--- config.mk ---
export PLATFORM = sky130hd
export DESIGN_NAME = epf_prefetch_unit
export DESIGN_NICKNAME = d
export VERILOG_FILES = /design/src/hw/epf_pkg.sv /design/src/hw/epf_prefetch_unit.sv
export SDC_FILE = /design/constraint.sdc
export NUM_CORES = 1
export LEC_CHECK = 0
export ABC_AREA = 1
export BUFFER_PORTS_ARGS = -buffer_cell sky130_fd_sc_hd__buf_2
export CORE_ASPECT_RATIO = 0.5
export CORE_MARGIN = 2
export CORE_UTILIZATION = 58
export CTS_CLUSTER_DIAMETER = 30
export DETAILED_ROUTE_END_ITERATION = 8
export PLACE_DENSITY = 0.87
export SLEW_MARGIN = 15
export SYNTH_ARGS = -nofsm -noshare
export SYNTH_HDL_FRONTEND = slang
export SYNTH_SLANG_ARGS = --single-unit
--- constraint.sdc ---
create_clock -name clock -period 4.3 [get_ports clock]
set_input_delay 0.86 -clock clock [delete_from_list [all_inputs] [get_ports clock]]
set_output_delay 0.86 -clock clock [all_outputs]
set_load 0.05 [all_outputs]
--- src/hw/epf_pkg.sv ---
// Purpose: Shared constants for the enhanced prefetch unit.
// Assumes: 32-bit AHB-Lite register slave.
// Notes: Segment mode codes are set by the translator.
package epf_pkg;
   // ==========================================
   // Instruction encoding
   localparam logic [5:0] EPF_MAJOR = 6'h18;
   localparam logic [3:0] EPF_GRP = 4'ha;
   localparam logic [2:0] EPF_SUB = 3'h2;
   localparam int EPF_MAJ_LSB = 26;
   localparam int EPF_HINT_LSB = 21;
   localparam int EPF_GRP_LSB = 12;
   localparam int EPF_SUB_LSB = 9;
   localparam int EPF_OFS_W = 9;
   // ==========================================
   // Hint codes
   localparam logic [4:0] EPF_H_LOAD = 5'h00;
   localparam logic [4:0] EPF_H_STORE = 5'h01;
   localparam logic [4:0] EPF_H_LD_STRM = 5'h04;
   localparam logic [4:0] EPF_H_ST_STRM = 5'h05;
   localparam logic [4:0] EPF_H_LD_RET = 5'h06;
   localparam logic [4:0] EPF_H_ST_RET = 5'h07;
   localparam logic [4:0] EPF_H_WBINV = 5'h19;
   localparam logic [4:0] EPF_H_ZERO = 5'h1e;
   // ==========================================
   // Segment access modes
   localparam logic [2:0] EPF_SEG_UNMAPPED = 3'h1;
   localparam logic [2:0] EPF_SEG_MAPPED = 3'h2;
   localparam logic [2:0] EPF_SEG_USER_MAP = 3'h3;
   // ==========================================
   // Registers
   localparam logic [3:0] EPF_REG_CTRL = 4'h0;
   localparam logic [3:0] EPF_REG_STAT = 4'h4;
   localparam logic [3:0] EPF_REG_EXEC = 4'h8;
   localparam logic [3:0] EPF_REG_SUPP = 4'hc;
   localparam logic [2:0] EPF_CTRL_RST = 3'h1;
   localparam int EPF_C_EVA = 0;
   localparam int EPF_C_REPORT = 1;
   localparam int EPF_C_INVCLN = 2;
   // ==========================================
   // Types
   typedef enum logic [2:0] {EPF_OP_PROBE, EPF_OP_FETCH, EPF_OP_WB_VICTIM,
      EPF_OP_WB_INVAL, EPF_OP_INVAL, EPF_OP_ZERO} epf_op_t;
   typedef enum logic [1:0] {EPF_PL_NORMAL, EPF_PL_STREAM, EPF_PL_RETAIN} epf_place_t;
   typedef enum logic [2:0] {EPF_ACT_NOP, EPF_ACT_FETCH, EPF_ACT_WBINV, EPF_ACT_ZERO} epf_act_t;
   typedef enum logic [1:0] {EPF_EXC_NONE, EPF_EXC_RI, EPF_EXC_CPU, EPF_EXC_BUS} epf_exc_t;
endpackage

--- src/hw/epf_prefetch_unit.sv ---
// Purpose: Decode and carry out the enhanced prefetch instruction.
// Assumes: Translator and cache answer with valid pulses.
// Notes: Registers sit on an AHB-Lite slave port.
`timescale 1ns/1ps
module epf_prefetch_unit
   import epf_pkg::*;
#(
   parameter int ADDR_W = 32,
   parameter int PADDR_W = 32
) (
   input wire logic clock,
   input wire logic sys_rst,
   input wire logic hsel,
   input wire logic [31:0] haddr,
   input wire logic [1:0] htrans,
   input wire logic hwrite,
   input wire logic [2:0] hsize,
   input wire logic [31:0] hwdata,
   input wire logic hready,
   output logic hreadyout,
   output logic [31:0] hrdata,
   output logic hresp,
   input wire logic issue_valid,
   output logic issue_ready,
   input wire logic [31:0] instr_word,
   input wire logic [ADDR_W-1:0] base_value,
   input wire logic system_control_coprocessor_en,
   output logic done_valid,
   output logic done_match,
   output epf_exc_t done_exc,
   output logic xlat_req_valid,
   output logic [ADDR_W-1:0] xlat_vaddr,
   output logic xlat_user_map,
   input wire logic xlat_resp_valid,
   input wire logic [2:0] xlat_seg_mode,
   input wire logic xlat_hit,
   input wire logic xlat_fault,
   input wire logic xlat_cached,
   input wire logic xlat_coherent,
   input wire logic [2:0] xlat_attr,
   input wire logic [PADDR_W-1:0] xlat_paddr,
   input wire logic order_clear,
   output logic cache_req_valid,
   input wire logic cache_req_ready,
   output epf_op_t cache_req_op,
   output logic [PADDR_W-1:0] cache_req_paddr,
   output logic [2:0] cache_req_attr,
   output logic cache_req_coherent,
   output epf_place_t cache_req_place,
   output logic cache_req_store,
   input wire logic cache_done,
   input wire logic cache_err,
   input wire logic probe_hit,
   input wire logic probe_dirty,
   input wire logic probe_locked,
   input wire logic victim_valid,
   input wire logic victim_dirty,
   input wire logic victim_locked
);
   // ==========================================
   // Elaboration checks
   if (ADDR_W < 16 || PADDR_W < 16) begin : g_bad_width
      $error("Address widths below 16 bits are not served.");
   end

   // ==========================================
   // Hint decoding
   function automatic epf_act_t hint_act(input logic [4:0] h);
      case (h)
         EPF_H_LOAD, EPF_H_STORE, EPF_H_LD_STRM, EPF_H_ST_STRM,
         EPF_H_LD_RET, EPF_H_ST_RET: hint_act = EPF_ACT_FETCH;
         EPF_H_WBINV: hint_act = EPF_ACT_WBINV;
         EPF_H_ZERO: hint_act = EPF_ACT_ZERO;
         default: hint_act = EPF_ACT_NOP;
      endcase
   endfunction

   function automatic epf_place_t hint_place(input logic [4:0] h);
      case (h)
         EPF_H_LD_STRM, EPF_H_ST_STRM: hint_place = EPF_PL_STREAM;
         EPF_H_LD_RET, EPF_H_ST_RET: hint_place = EPF_PL_RETAIN;
         default: hint_place = EPF_PL_NORMAL;
      endcase
   endfunction

   typedef enum logic [2:0] {ST_IDLE, ST_XLAT, ST_ISSUE, ST_WAIT, ST_DONE} epf_state_t;

   epf_state_t state_ff, nxt_state;
   logic [4:0] hint_ff;
   logic [ADDR_W-1:0] ea_ff;
   logic [PADDR_W-1:0] paddr_ff;
   logic [2:0] attr_ff;
   logic coh_ff;
   epf_op_t op_ff, nxt_op, pend_ff, nxt_pend;
   logic pend_vld_ff, nxt_pend_vld;
   epf_exc_t exc_ff, nxt_exc;
   logic match_ff, nxt_match;
   logic err_ff, nxt_err;
   logic supp_ff, nxt_supp;
   logic [2:0] ctrl_ff;
   logic [31:0] exec_ff, supp_cnt_ff, rdata_ff;
   logic [3:0] wr_addr_ff;
   logic wr_pend_ff;

   // ==========================================
   // Instruction decode and address
   wire logic accept = issue_valid && issue_ready;
   wire logic is_eva_prefetch_instr = (instr_word[31:EPF_MAJ_LSB] == EPF_MAJOR) &&
      (instr_word[EPF_GRP_LSB+3:EPF_GRP_LSB] == EPF_GRP) &&
      (instr_word[EPF_SUB_LSB+2:EPF_SUB_LSB] == EPF_SUB);
   wire logic [EPF_OFS_W-1:0] ofs = instr_word[EPF_OFS_W-1:0];
   wire logic [ADDR_W-1:0] ofs_ext = {{(ADDR_W-EPF_OFS_W){ofs[EPF_OFS_W-1]}}, ofs};
   wire logic [ADDR_W-1:0] ea = base_value + ofs_ext;
   wire logic enhanced_vaddr_config_bit = ctrl_ff[EPF_C_EVA];
   wire epf_act_t act = hint_act(hint_ff);
   wire logic seg_ok = (xlat_seg_mode == EPF_SEG_UNMAPPED) ||
      (xlat_seg_mode == EPF_SEG_MAPPED) || (xlat_seg_mode == EPF_SEG_USER_MAP);
   wire logic xlat_bad = xlat_fault || !xlat_hit;
   wire logic probe_back = (state_ff == ST_WAIT) && cache_done && (op_ff == EPF_OP_PROBE);
   wire logic victim_free = !probe_hit && !victim_locked;
   wire logic victim_wb = victim_valid && victim_dirty;

   // ==========================================
   // Sequencer
   always_comb begin
      nxt_state = state_ff;
      nxt_op = op_ff;
      nxt_pend = pend_ff;
      nxt_pend_vld = pend_vld_ff;
      nxt_exc = exc_ff;
      nxt_match = match_ff;
      nxt_err = err_ff;
      nxt_supp = supp_ff;
      case (state_ff)
         ST_IDLE: begin
            if (accept) begin
               nxt_match = is_eva_prefetch_instr;
               nxt_exc = EPF_EXC_NONE;
               nxt_err = 1'b0;
               nxt_supp = 1'b0;
               nxt_pend_vld = 1'b0;
               nxt_state = ST_DONE;
               if (!is_eva_prefetch_instr) begin
                  nxt_exc = EPF_EXC_NONE;
               end else if (!enhanced_vaddr_config_bit) begin
                  nxt_exc = EPF_EXC_RI;
               end else if (!system_control_coprocessor_en) begin
                  nxt_exc = EPF_EXC_CPU;
               end else begin
                  nxt_state = ST_XLAT;
               end
            end
         end
         ST_XLAT: begin
            if (xlat_resp_valid) begin
               nxt_state = ST_DONE;
               nxt_op = EPF_OP_PROBE;
               if (!seg_ok) begin
                  nxt_exc = EPF_EXC_RI;
               end else if (xlat_bad) begin
                  nxt_supp = 1'b1;
               end else if (xlat_cached && act != EPF_ACT_NOP) begin
                  nxt_state = ST_ISSUE;
               end
            end
         end
         ST_ISSUE: begin
            if (cache_req_valid && cache_req_ready) begin
               nxt_state = ST_WAIT;
            end
         end
         ST_WAIT: begin
            if (cache_done) begin
               nxt_err = err_ff || cache_err;
               nxt_state = ST_DONE;
               if (op_ff == EPF_OP_PROBE) begin
                  case (act)
                     EPF_ACT_FETCH, EPF_ACT_ZERO: begin
                        if (victim_free) begin
                           nxt_state = ST_ISSUE;
                           nxt_pend = (act == EPF_ACT_ZERO) ? EPF_OP_ZERO : EPF_OP_FETCH;
                           nxt_pend_vld = victim_wb;
                           nxt_op = victim_wb ? EPF_OP_WB_VICTIM : nxt_pend;
                        end
                     end
                     EPF_ACT_WBINV: begin
                        if (probe_hit && !probe_locked) begin
                           if (probe_dirty) begin
                              nxt_state = ST_ISSUE;
                              nxt_op = EPF_OP_WB_INVAL;
                           end else if (ctrl_ff[EPF_C_INVCLN]) begin
                              nxt_state = ST_ISSUE;
                              nxt_op = EPF_OP_INVAL;
                           end
                        end
                     end
                     default: nxt_state = ST_DONE;
                  endcase
               end else if (pend_vld_ff) begin
                  nxt_state = ST_ISSUE;
                  nxt_op = pend_ff;
                  nxt_pend_vld = 1'b0;
               end
               if (nxt_state == ST_DONE && nxt_err && ctrl_ff[EPF_C_REPORT]) begin
                  nxt_exc = EPF_EXC_BUS;
               end
            end
         end
         ST_DONE: nxt_state = ST_IDLE;
         default: nxt_state = ST_IDLE;
      endcase
   end

   always_ff @(posedge clock) begin
      if (sys_rst) begin
         state_ff <= ST_IDLE;
         op_ff <= EPF_OP_PROBE;
         pend_ff <= EPF_OP_PROBE;
         pend_vld_ff <= 1'b0;
         exc_ff <= EPF_EXC_NONE;
         match_ff <= 1'b0;
         err_ff <= 1'b0;
         supp_ff <= 1'b0;
      end else begin
         state_ff <= nxt_state;
         op_ff <= nxt_op;
         pend_ff <= nxt_pend;
         pend_vld_ff <= nxt_pend_vld;
         exc_ff <= nxt_exc;
         match_ff <= nxt_match;
         err_ff <= nxt_err;
         supp_ff <= nxt_supp;
      end
   end

   // Operands are captured once; the cache sees the attributes of this address only.
   always_ff @(posedge clock) begin
      if (sys_rst) begin
         hint_ff <= 5'h00;
         ea_ff <= '0;
         paddr_ff <= '0;
         attr_ff <= 3'h0;
         coh_ff <= 1'b0;
      end else begin
         if (accept) begin
            hint_ff <= instr_word[EPF_HINT_LSB+4:EPF_HINT_LSB];
            ea_ff <= ea;
         end
         if (state_ff == ST_XLAT && xlat_resp_valid) begin
            paddr_ff <= xlat_paddr;
            attr_ff <= xlat_attr;
            coh_ff <= xlat_coherent;
         end
      end
   end

   // ==========================================
   // Outputs
   assign issue_ready = (state_ff == ST_IDLE);
   assign done_valid = (state_ff == ST_DONE);
   assign done_match = match_ff;
   assign done_exc = exc_ff;
   assign xlat_req_valid = (state_ff == ST_XLAT);
   assign xlat_vaddr = ea_ff;
   assign xlat_user_map = 1'b1;
   // Requests wait for older memory traffic so the barrier ordering holds.
   assign cache_req_valid = (state_ff == ST_ISSUE) && order_clear;
   assign cache_req_op = op_ff;
   assign cache_req_paddr = paddr_ff;
   assign cache_req_attr = attr_ff;
   assign cache_req_coherent = coh_ff;
   assign cache_req_place = hint_place(hint_ff);
   assign cache_req_store = hint_ff[0];

   // ==========================================
   // Register slave
   wire logic bus_take = hsel && hready && htrans[1];
   wire logic bus_wr = wr_pend_ff;
   wire logic cnt_exec = done_valid && match_ff && exc_ff == EPF_EXC_NONE;
   wire logic cnt_supp = done_valid && supp_ff;
   wire logic clr_exec = bus_wr && wr_addr_ff == EPF_REG_EXEC;
   wire logic clr_supp = bus_wr && wr_addr_ff == EPF_REG_SUPP;
   wire logic [31:0] stat_word = {28'h0, supp_ff, exc_ff, state_ff != ST_IDLE};
   wire logic [31:0] rd_mux = (haddr[3:0] == EPF_REG_CTRL) ? {29'h0, ctrl_ff} :
      (haddr[3:0] == EPF_REG_STAT) ? stat_word :
      (haddr[3:0] == EPF_REG_EXEC) ? exec_ff :
      (haddr[3:0] == EPF_REG_SUPP) ? supp_cnt_ff : 32'h0;
   wire logic rd_hit = haddr[31:4] == 28'h0;
   assign hreadyout = 1'b1;
   assign hresp = 1'b0;
   assign hrdata = rdata_ff;

   // An increment in the cycle of a clearing write survives as one count.
   always_ff @(posedge clock) begin
      if (sys_rst) begin
         ctrl_ff <= EPF_CTRL_RST;
         exec_ff <= 32'h0;
         supp_cnt_ff <= 32'h0;
         rdata_ff <= 32'h0;
         wr_addr_ff <= 4'h0;
         wr_pend_ff <= 1'b0;
      end else begin
         wr_pend_ff <= bus_take && hwrite && haddr[31:4] == 28'h0;
         wr_addr_ff <= haddr[3:0];
         if (bus_take && !hwrite) begin
            rdata_ff <= rd_hit ? rd_mux : 32'h0;
         end
         if (bus_wr && wr_addr_ff == EPF_REG_CTRL) begin
            ctrl_ff <= hwdata[2:0];
         end
         exec_ff <= cnt_exec ? (clr_exec ? 32'h1 : exec_ff + 32'h1) : (clr_exec ? 32'h0 : exec_ff);
         supp_cnt_ff <= cnt_supp ? (clr_supp ? 32'h1 : supp_cnt_ff + 32'h1) :
            (clr_supp ? 32'h0 : supp_cnt_ff);
      end
   end

   wire logic xl_ok = state_ff == ST_XLAT && xlat_resp_valid && seg_ok;
endmodule

Word level (Yosys, flattened, before mapping):

Memory sizes are Yosys's and may differ from the RTL's. A register that Yosys moved wholly into a read port is not among the register bits.
Index checks and enable logic that the tools add are counted.

* output and inout bits: 116
* flip-flop bits (word level): 192
* memory bits (read-only): 64
* bits of input ports: 193
* memories: 1
* logic and storage cells: 185

* reductions and logical operators: 57
* multiplexer cells: 67
* equality and inequality tests: 38
* $add $sub $neg: 3

Memory list
* (name not given): depth 32, bits a word 2, rd ports 1, clocked after memory_dff 1, wr ports 0, line epf_prefetch_unit.sv:69 `case (h)`

Operator list (count)
* 32-bit two-way mux: 11
* 3-bit two-way mux: 28
* 32-bit by 1-bit adder with 32-bit output (second input constant): 2
* 32-bit adder: 1
* 28-bit zero test: 1
* 1-bit logical AND: 23
* 3-bit by 2-bit == test with 1-bit output (second input constant): 7
* 4-bit == test (second input constant): 5
* 5-bit by 3-bit == test with 1-bit output (second input constant): 4
* 3-bit case mux with 2 select lines: 3
* 2-bit two-way mux: 8
* 5-bit AND reduction: 3
* 3-bit case mux with 4 select lines: 1
* 5-bit two-way mux: 2
* 2-bit by 1-bit inequality test with 1-bit output (second input constant): 5
* 2-bit nonzero test: 5
* 3-bit by 1-bit == test with 1-bit output (second input constant): 3
* 1-bit two-way mux: 9
* 3-bit nonzero test: 3
* 4-bit zero test: 2
* 4-bit inequality test (second input constant): 2
* 8-bit AND reduction: 1
* 3-bit == test (second input constant): 2
* 6-bit by 5-bit == test with 1-bit output (second input constant): 1
* 18 further kinds: 33

Logic depth before layout (Yosys ltp):

* depth in word-level cells: 13
* gate-level depth with buffers: 13
* depth with buffers taken out: 13

Worst setup path before layout:

Ideal clock, no wire load.

* path kind: input -> output
* start point: input order_clear
* end point: output cache_req_valid
* stages: 2
* path slack: 1.902 ns
* data required time: 3.440 ns
* arrival: 1.538 ns
* cells stage by stage: inv_1 -> nor2_1

* word-level cells in the longest chain between the ends: 1

RTL lines
* from (decl): line epf_prefetch_unit.sv:42 `input wire logic order_clear,`
* 1-bit logical AND: line epf_prefetch_unit.sv:267 `assign cache_req_valid = (state_ff == ST_ISSUE) && order_clear;`
* to (decl): line epf_prefetch_unit.sv:43 `output logic cache_req_valid,`

No other way between the ends.

Worst setup path in the final report:

* start point: input instr_word[8]
* end point: register ea_ff[30] (netlist: xlat_vaddr[30])

* word-level cells in the longest chain between the ends: 1

RTL lines
* from (decl): line epf_prefetch_unit.sv:25 `input wire logic [31:0] instr_word,`
* 32-bit adder: line epf_prefetch_unit.sv:113 `wire logic [ADDR_W-1:0] ea = base_value + ofs_ext;`
* to (signal assigned): line epf_prefetch_unit.sv:240 `ea_ff <= '0;`
* to (signal assigned): line epf_prefetch_unit.sv:247 `ea_ff <= ea;`
* to (decl): line epf_prefetch_unit.sv:90 `logic [ADDR_W-1:0] ea_ff;`

No other way between the ends.
A chain may end at the register's enable or synchronous reset.

==> flow_summary.yaml <==
worst_setup_path:
  slowest_stage: "buf_2"
  critical_path_required_ps: 4670
  crit_fanout: 24
  cp.arrival_ps: 2890
  path_common_cell: "nand2_1"
  crit_chain: "buf_2, ha_1, nand2_1, inv_1, nand2_1, nand2_1, a21oi_1, nand2_1, nand2_1, nand2_1, nand2_1, nand3_1, nand2_1, inv_1"
  cp-start-kind: "input port"
  r2r_setup_slack_ps: 2210
  cpPeakStageDelay_ps: 420
  path_class: "input port to flip-flop"
  end_kind: "flip-flop"
logic_synthesis:
  synth_area_per_cell_um2: 6.207
  ys_warn_count: 0
  ys_ff_latch: 193
  seq_area_frac_synth_pct: 33.43
  synth-main-ff-cell: "dfxtp_1"
  yosysUniqueCellTypes: 50
  synth-edff-count: 0
  syn_inst: 1862
  ys_async_sr_fraction_pct: 0
  syn_area_mm2: 0.01156
timing:
  relSlewSlack_pct: 34.74
  fin_setup_tns_ps: 0
  tightest_slew_ps: 977.8
  drv_slew: 0
  layout_worst_path_cycle_share_pct: 58.61
  rsz0062_at_grt: "false"
  timing.hold.ws_ps: 447.5
  skew_ps: 9.959
  hold_viol_final: 0
  fin_crit_ps: 2520
  fmax_mhz: 396.8
  setup_viol: 0
finish:
  nFillCells: 1740
  finish.instance_area_mm2: 0.01368
  nets: 2337
  drive_gt1_share_pct: 16.96
  area_delta_synth_final_pct: 18.35
  instances_no_fill: 2391
detailed_routing:
  drc_errors: 0
  dr.pass1.iters: 6
  wl_per_cell_um: 14.21
  final_antenna_net_count: 0
  via_count: 12780
  drtIter0Drc: 1060
  vias_per_cell: 5.343
  routed_wl_mm: 33.98
clock_network:
  clock_latency_ps: 470
  post-cts-setup-buffers: 0
  cts_hold_buf: 0
  clk_path_buf_depth: 2
  path_clk_slew_ps: 70
  clock-sinks: 193
  clockRootBuffer: "clkbuf_16"
  cts_tree: "done"
  post_cts_resized: 0
  cts_buffers: 17
  h-tree-depth: 4
placed_design:
  gp_congestion: 0.9643
  dp.cells: 2357
  dpl.hpwl_mm: 25.52
  io_buffers: 267
  place_area_mm2: 0.01308
floorplan:
  io-pin-count: 309
  die-area_mm2: 0.02114
  core_area_mm2: 0.01950
  rows: 36
  start_util_pct: 59.26
  die_x_um: 203.6
  dieHeight_um: 103.8
power_and_ir_drop:
  leakagePower_uw: 0.006747
  ir_drop_mv: 0.2997
  powerDensity_mw_per_mm2: 307.8
global_route:
  grt_pass1_vias: 11740
  grt_pass1_wl_mm: 55.37
  grt_max_degree: 60
  grt_usage_pct: 32.23
  grt.overflow.total: 0
  antenna_found_initial: 2
min_path:
  hold_path.class: "flip-flop to flip-flop"
run:
  drv_cap: 0
status:
  status: "finished, final reports clean"
## power by group
part	internal, µW	switching, µW	total, µW	leakage, µW
logic	232	524	755	0.00491
clock network	778	828	1610	0.000278
registers	1830	21.0	1850	0.00156
## worst paths after layout
path               endpoint  cells after the start      startpoint
max          xlat_vaddr[30]                     14   instr_word[8]
min          xlat_vaddr[12]                      2  xlat_vaddr[12]
max reg2reg  supp_cnt_ff[1]                      6   wr_addr_ff[1]
min reg2reg  xlat_vaddr[12]                      2  xlat_vaddr[12]
## critical path, delay by kind of cell
family | cells | cell delay, ps
and+or+nand+nor | 9 | 940
buffers and inverters | 3 | 540
adders and majority gates | 1 | 400
AOI/OAI and AO/OA | 1 | 120
## state kept, by name (all words and copies together) (netlist names), 2 cells and up
signal,flops
act,2
cache_req_attr,3
cache_req_op,3
cache_req_paddr,32
ctrl_ff,3
done_exc,2
exec_ff,32
hint_ff,5
hrdata,32
pend_ff,2
state_ff,3
supp_cnt_ff,32
wr_addr_ff,4
xlat_vaddr,32
## per-stage QoR
| stage | worst slack [ps] | power, µW | util, % |
|---|---|---|---|
| after global routing | 1648 | 4396 | 70.13 |
| after floorplan | 1902 | 2411 | - |
| final | 1780 | 4211 | 70.13 |
| after detailed placement | 1442 | 2631 | 67.05 |
| after CTS | 1765 | 4218 | 70.11 |
| after global placement | 1469 | 2620 | 67.05 |
## layout make-up
cell class / instances / area [µm²] / share of cell area [%]
Tap cell: 266 / 332.8 / 2.433
Clock buffer: 17 / 425.4 / 3.110
Sequential cell: 193 / 3864 / 28.25
Clock inverter: 15 / 170.2 / 1.244
Timing Repair Buffer: 276 / 1404 / 10.26
Antenna cell: 2 / 5.005 / 0.03659
Inverter: 262 / 984.7 / 7.199
Multi-Input combinational cell: 1360 / 6492 / 47.47
## cells in the final DEF, fill, tap and decap left out, types with 3 or more instances in the layout
master      instances
a21oi_1           148
a32o_1              3
and3_1              6
buf_2             267
buf_4               9
clkbuf_16          17
clkinv_8            5
clkinvlp_4          3
conb_1              3
dfxtp_1           193
ha_1               33
inv_1             249
inv_2              10
inv_6               3
nand2_1           536
nand2_4             5
nand3_1           106
nand3b_1            6
nand4_1            58
nor2_1            242
nor2_2              9
nor2_4              4
nor3_1             37
nor3_2              5
nor4_1              8
o211ai_1            7
o21a_1              5
o21ai_0            92
o21ai_1             7
o21bai_1            3
or2_2               8
xnor2_1             4
## cells in the mapped netlist, drive strengths merged (2+ instances only)
library cell | count | area share (%)
dfxtp | 193 | 33
nand3 | 108 | 4.8
or2 | 8 | 0.43
and3 | 6 | 0.32
o21ai | 100 | 4.4
a21oi | 148 | 6.4
nand4 | 58 | 3.1
clkinv | 2 | 0.076
xor2 | 2 | 0.15
and2 | 2 | 0.11
nand2 | 543 | 18
a32o | 3 | 0.26
a22o | 2 | 0.15
o211ai | 7 | 0.45
clkbuf | 24 | 0.79
nand3b | 6 | 0.39
a21o | 2 | 0.13
nor4 | 8 | 0.43
o21bai | 3 | 0.19
o22ai | 2 | 0.11
nor2 | 257 | 9.0
ha | 33 | 3.6
o21a | 5 | 0.32
inv | 260 | 8.4
buf | 24 | 1.2
xnor2 | 4 | 0.30
nor3 | 44 | 2.3
conb | 2 | 0.065
## routing by layer
metal  GRT usage, %  share of wire [%]  vias to the layer above
li1               -                  -                     6480
met1          40.09                 43                     5728
met2          54.62                 47                      468
met3          4.877                6.9                       99
met4          15.69                3.8                        0
met5              0                  0                        -
## cell families after synthesis
logic type      share of synthesized area [%]
compound gates                          12.82
xor+xnor                               0.4547
fa+ha+maj                               3.746
buf+inv                                 10.49
flops                                   33.43
other cells                           0.06498
simple gates                            39.00
Note: power is estimated with default switching activity, not from simulation.
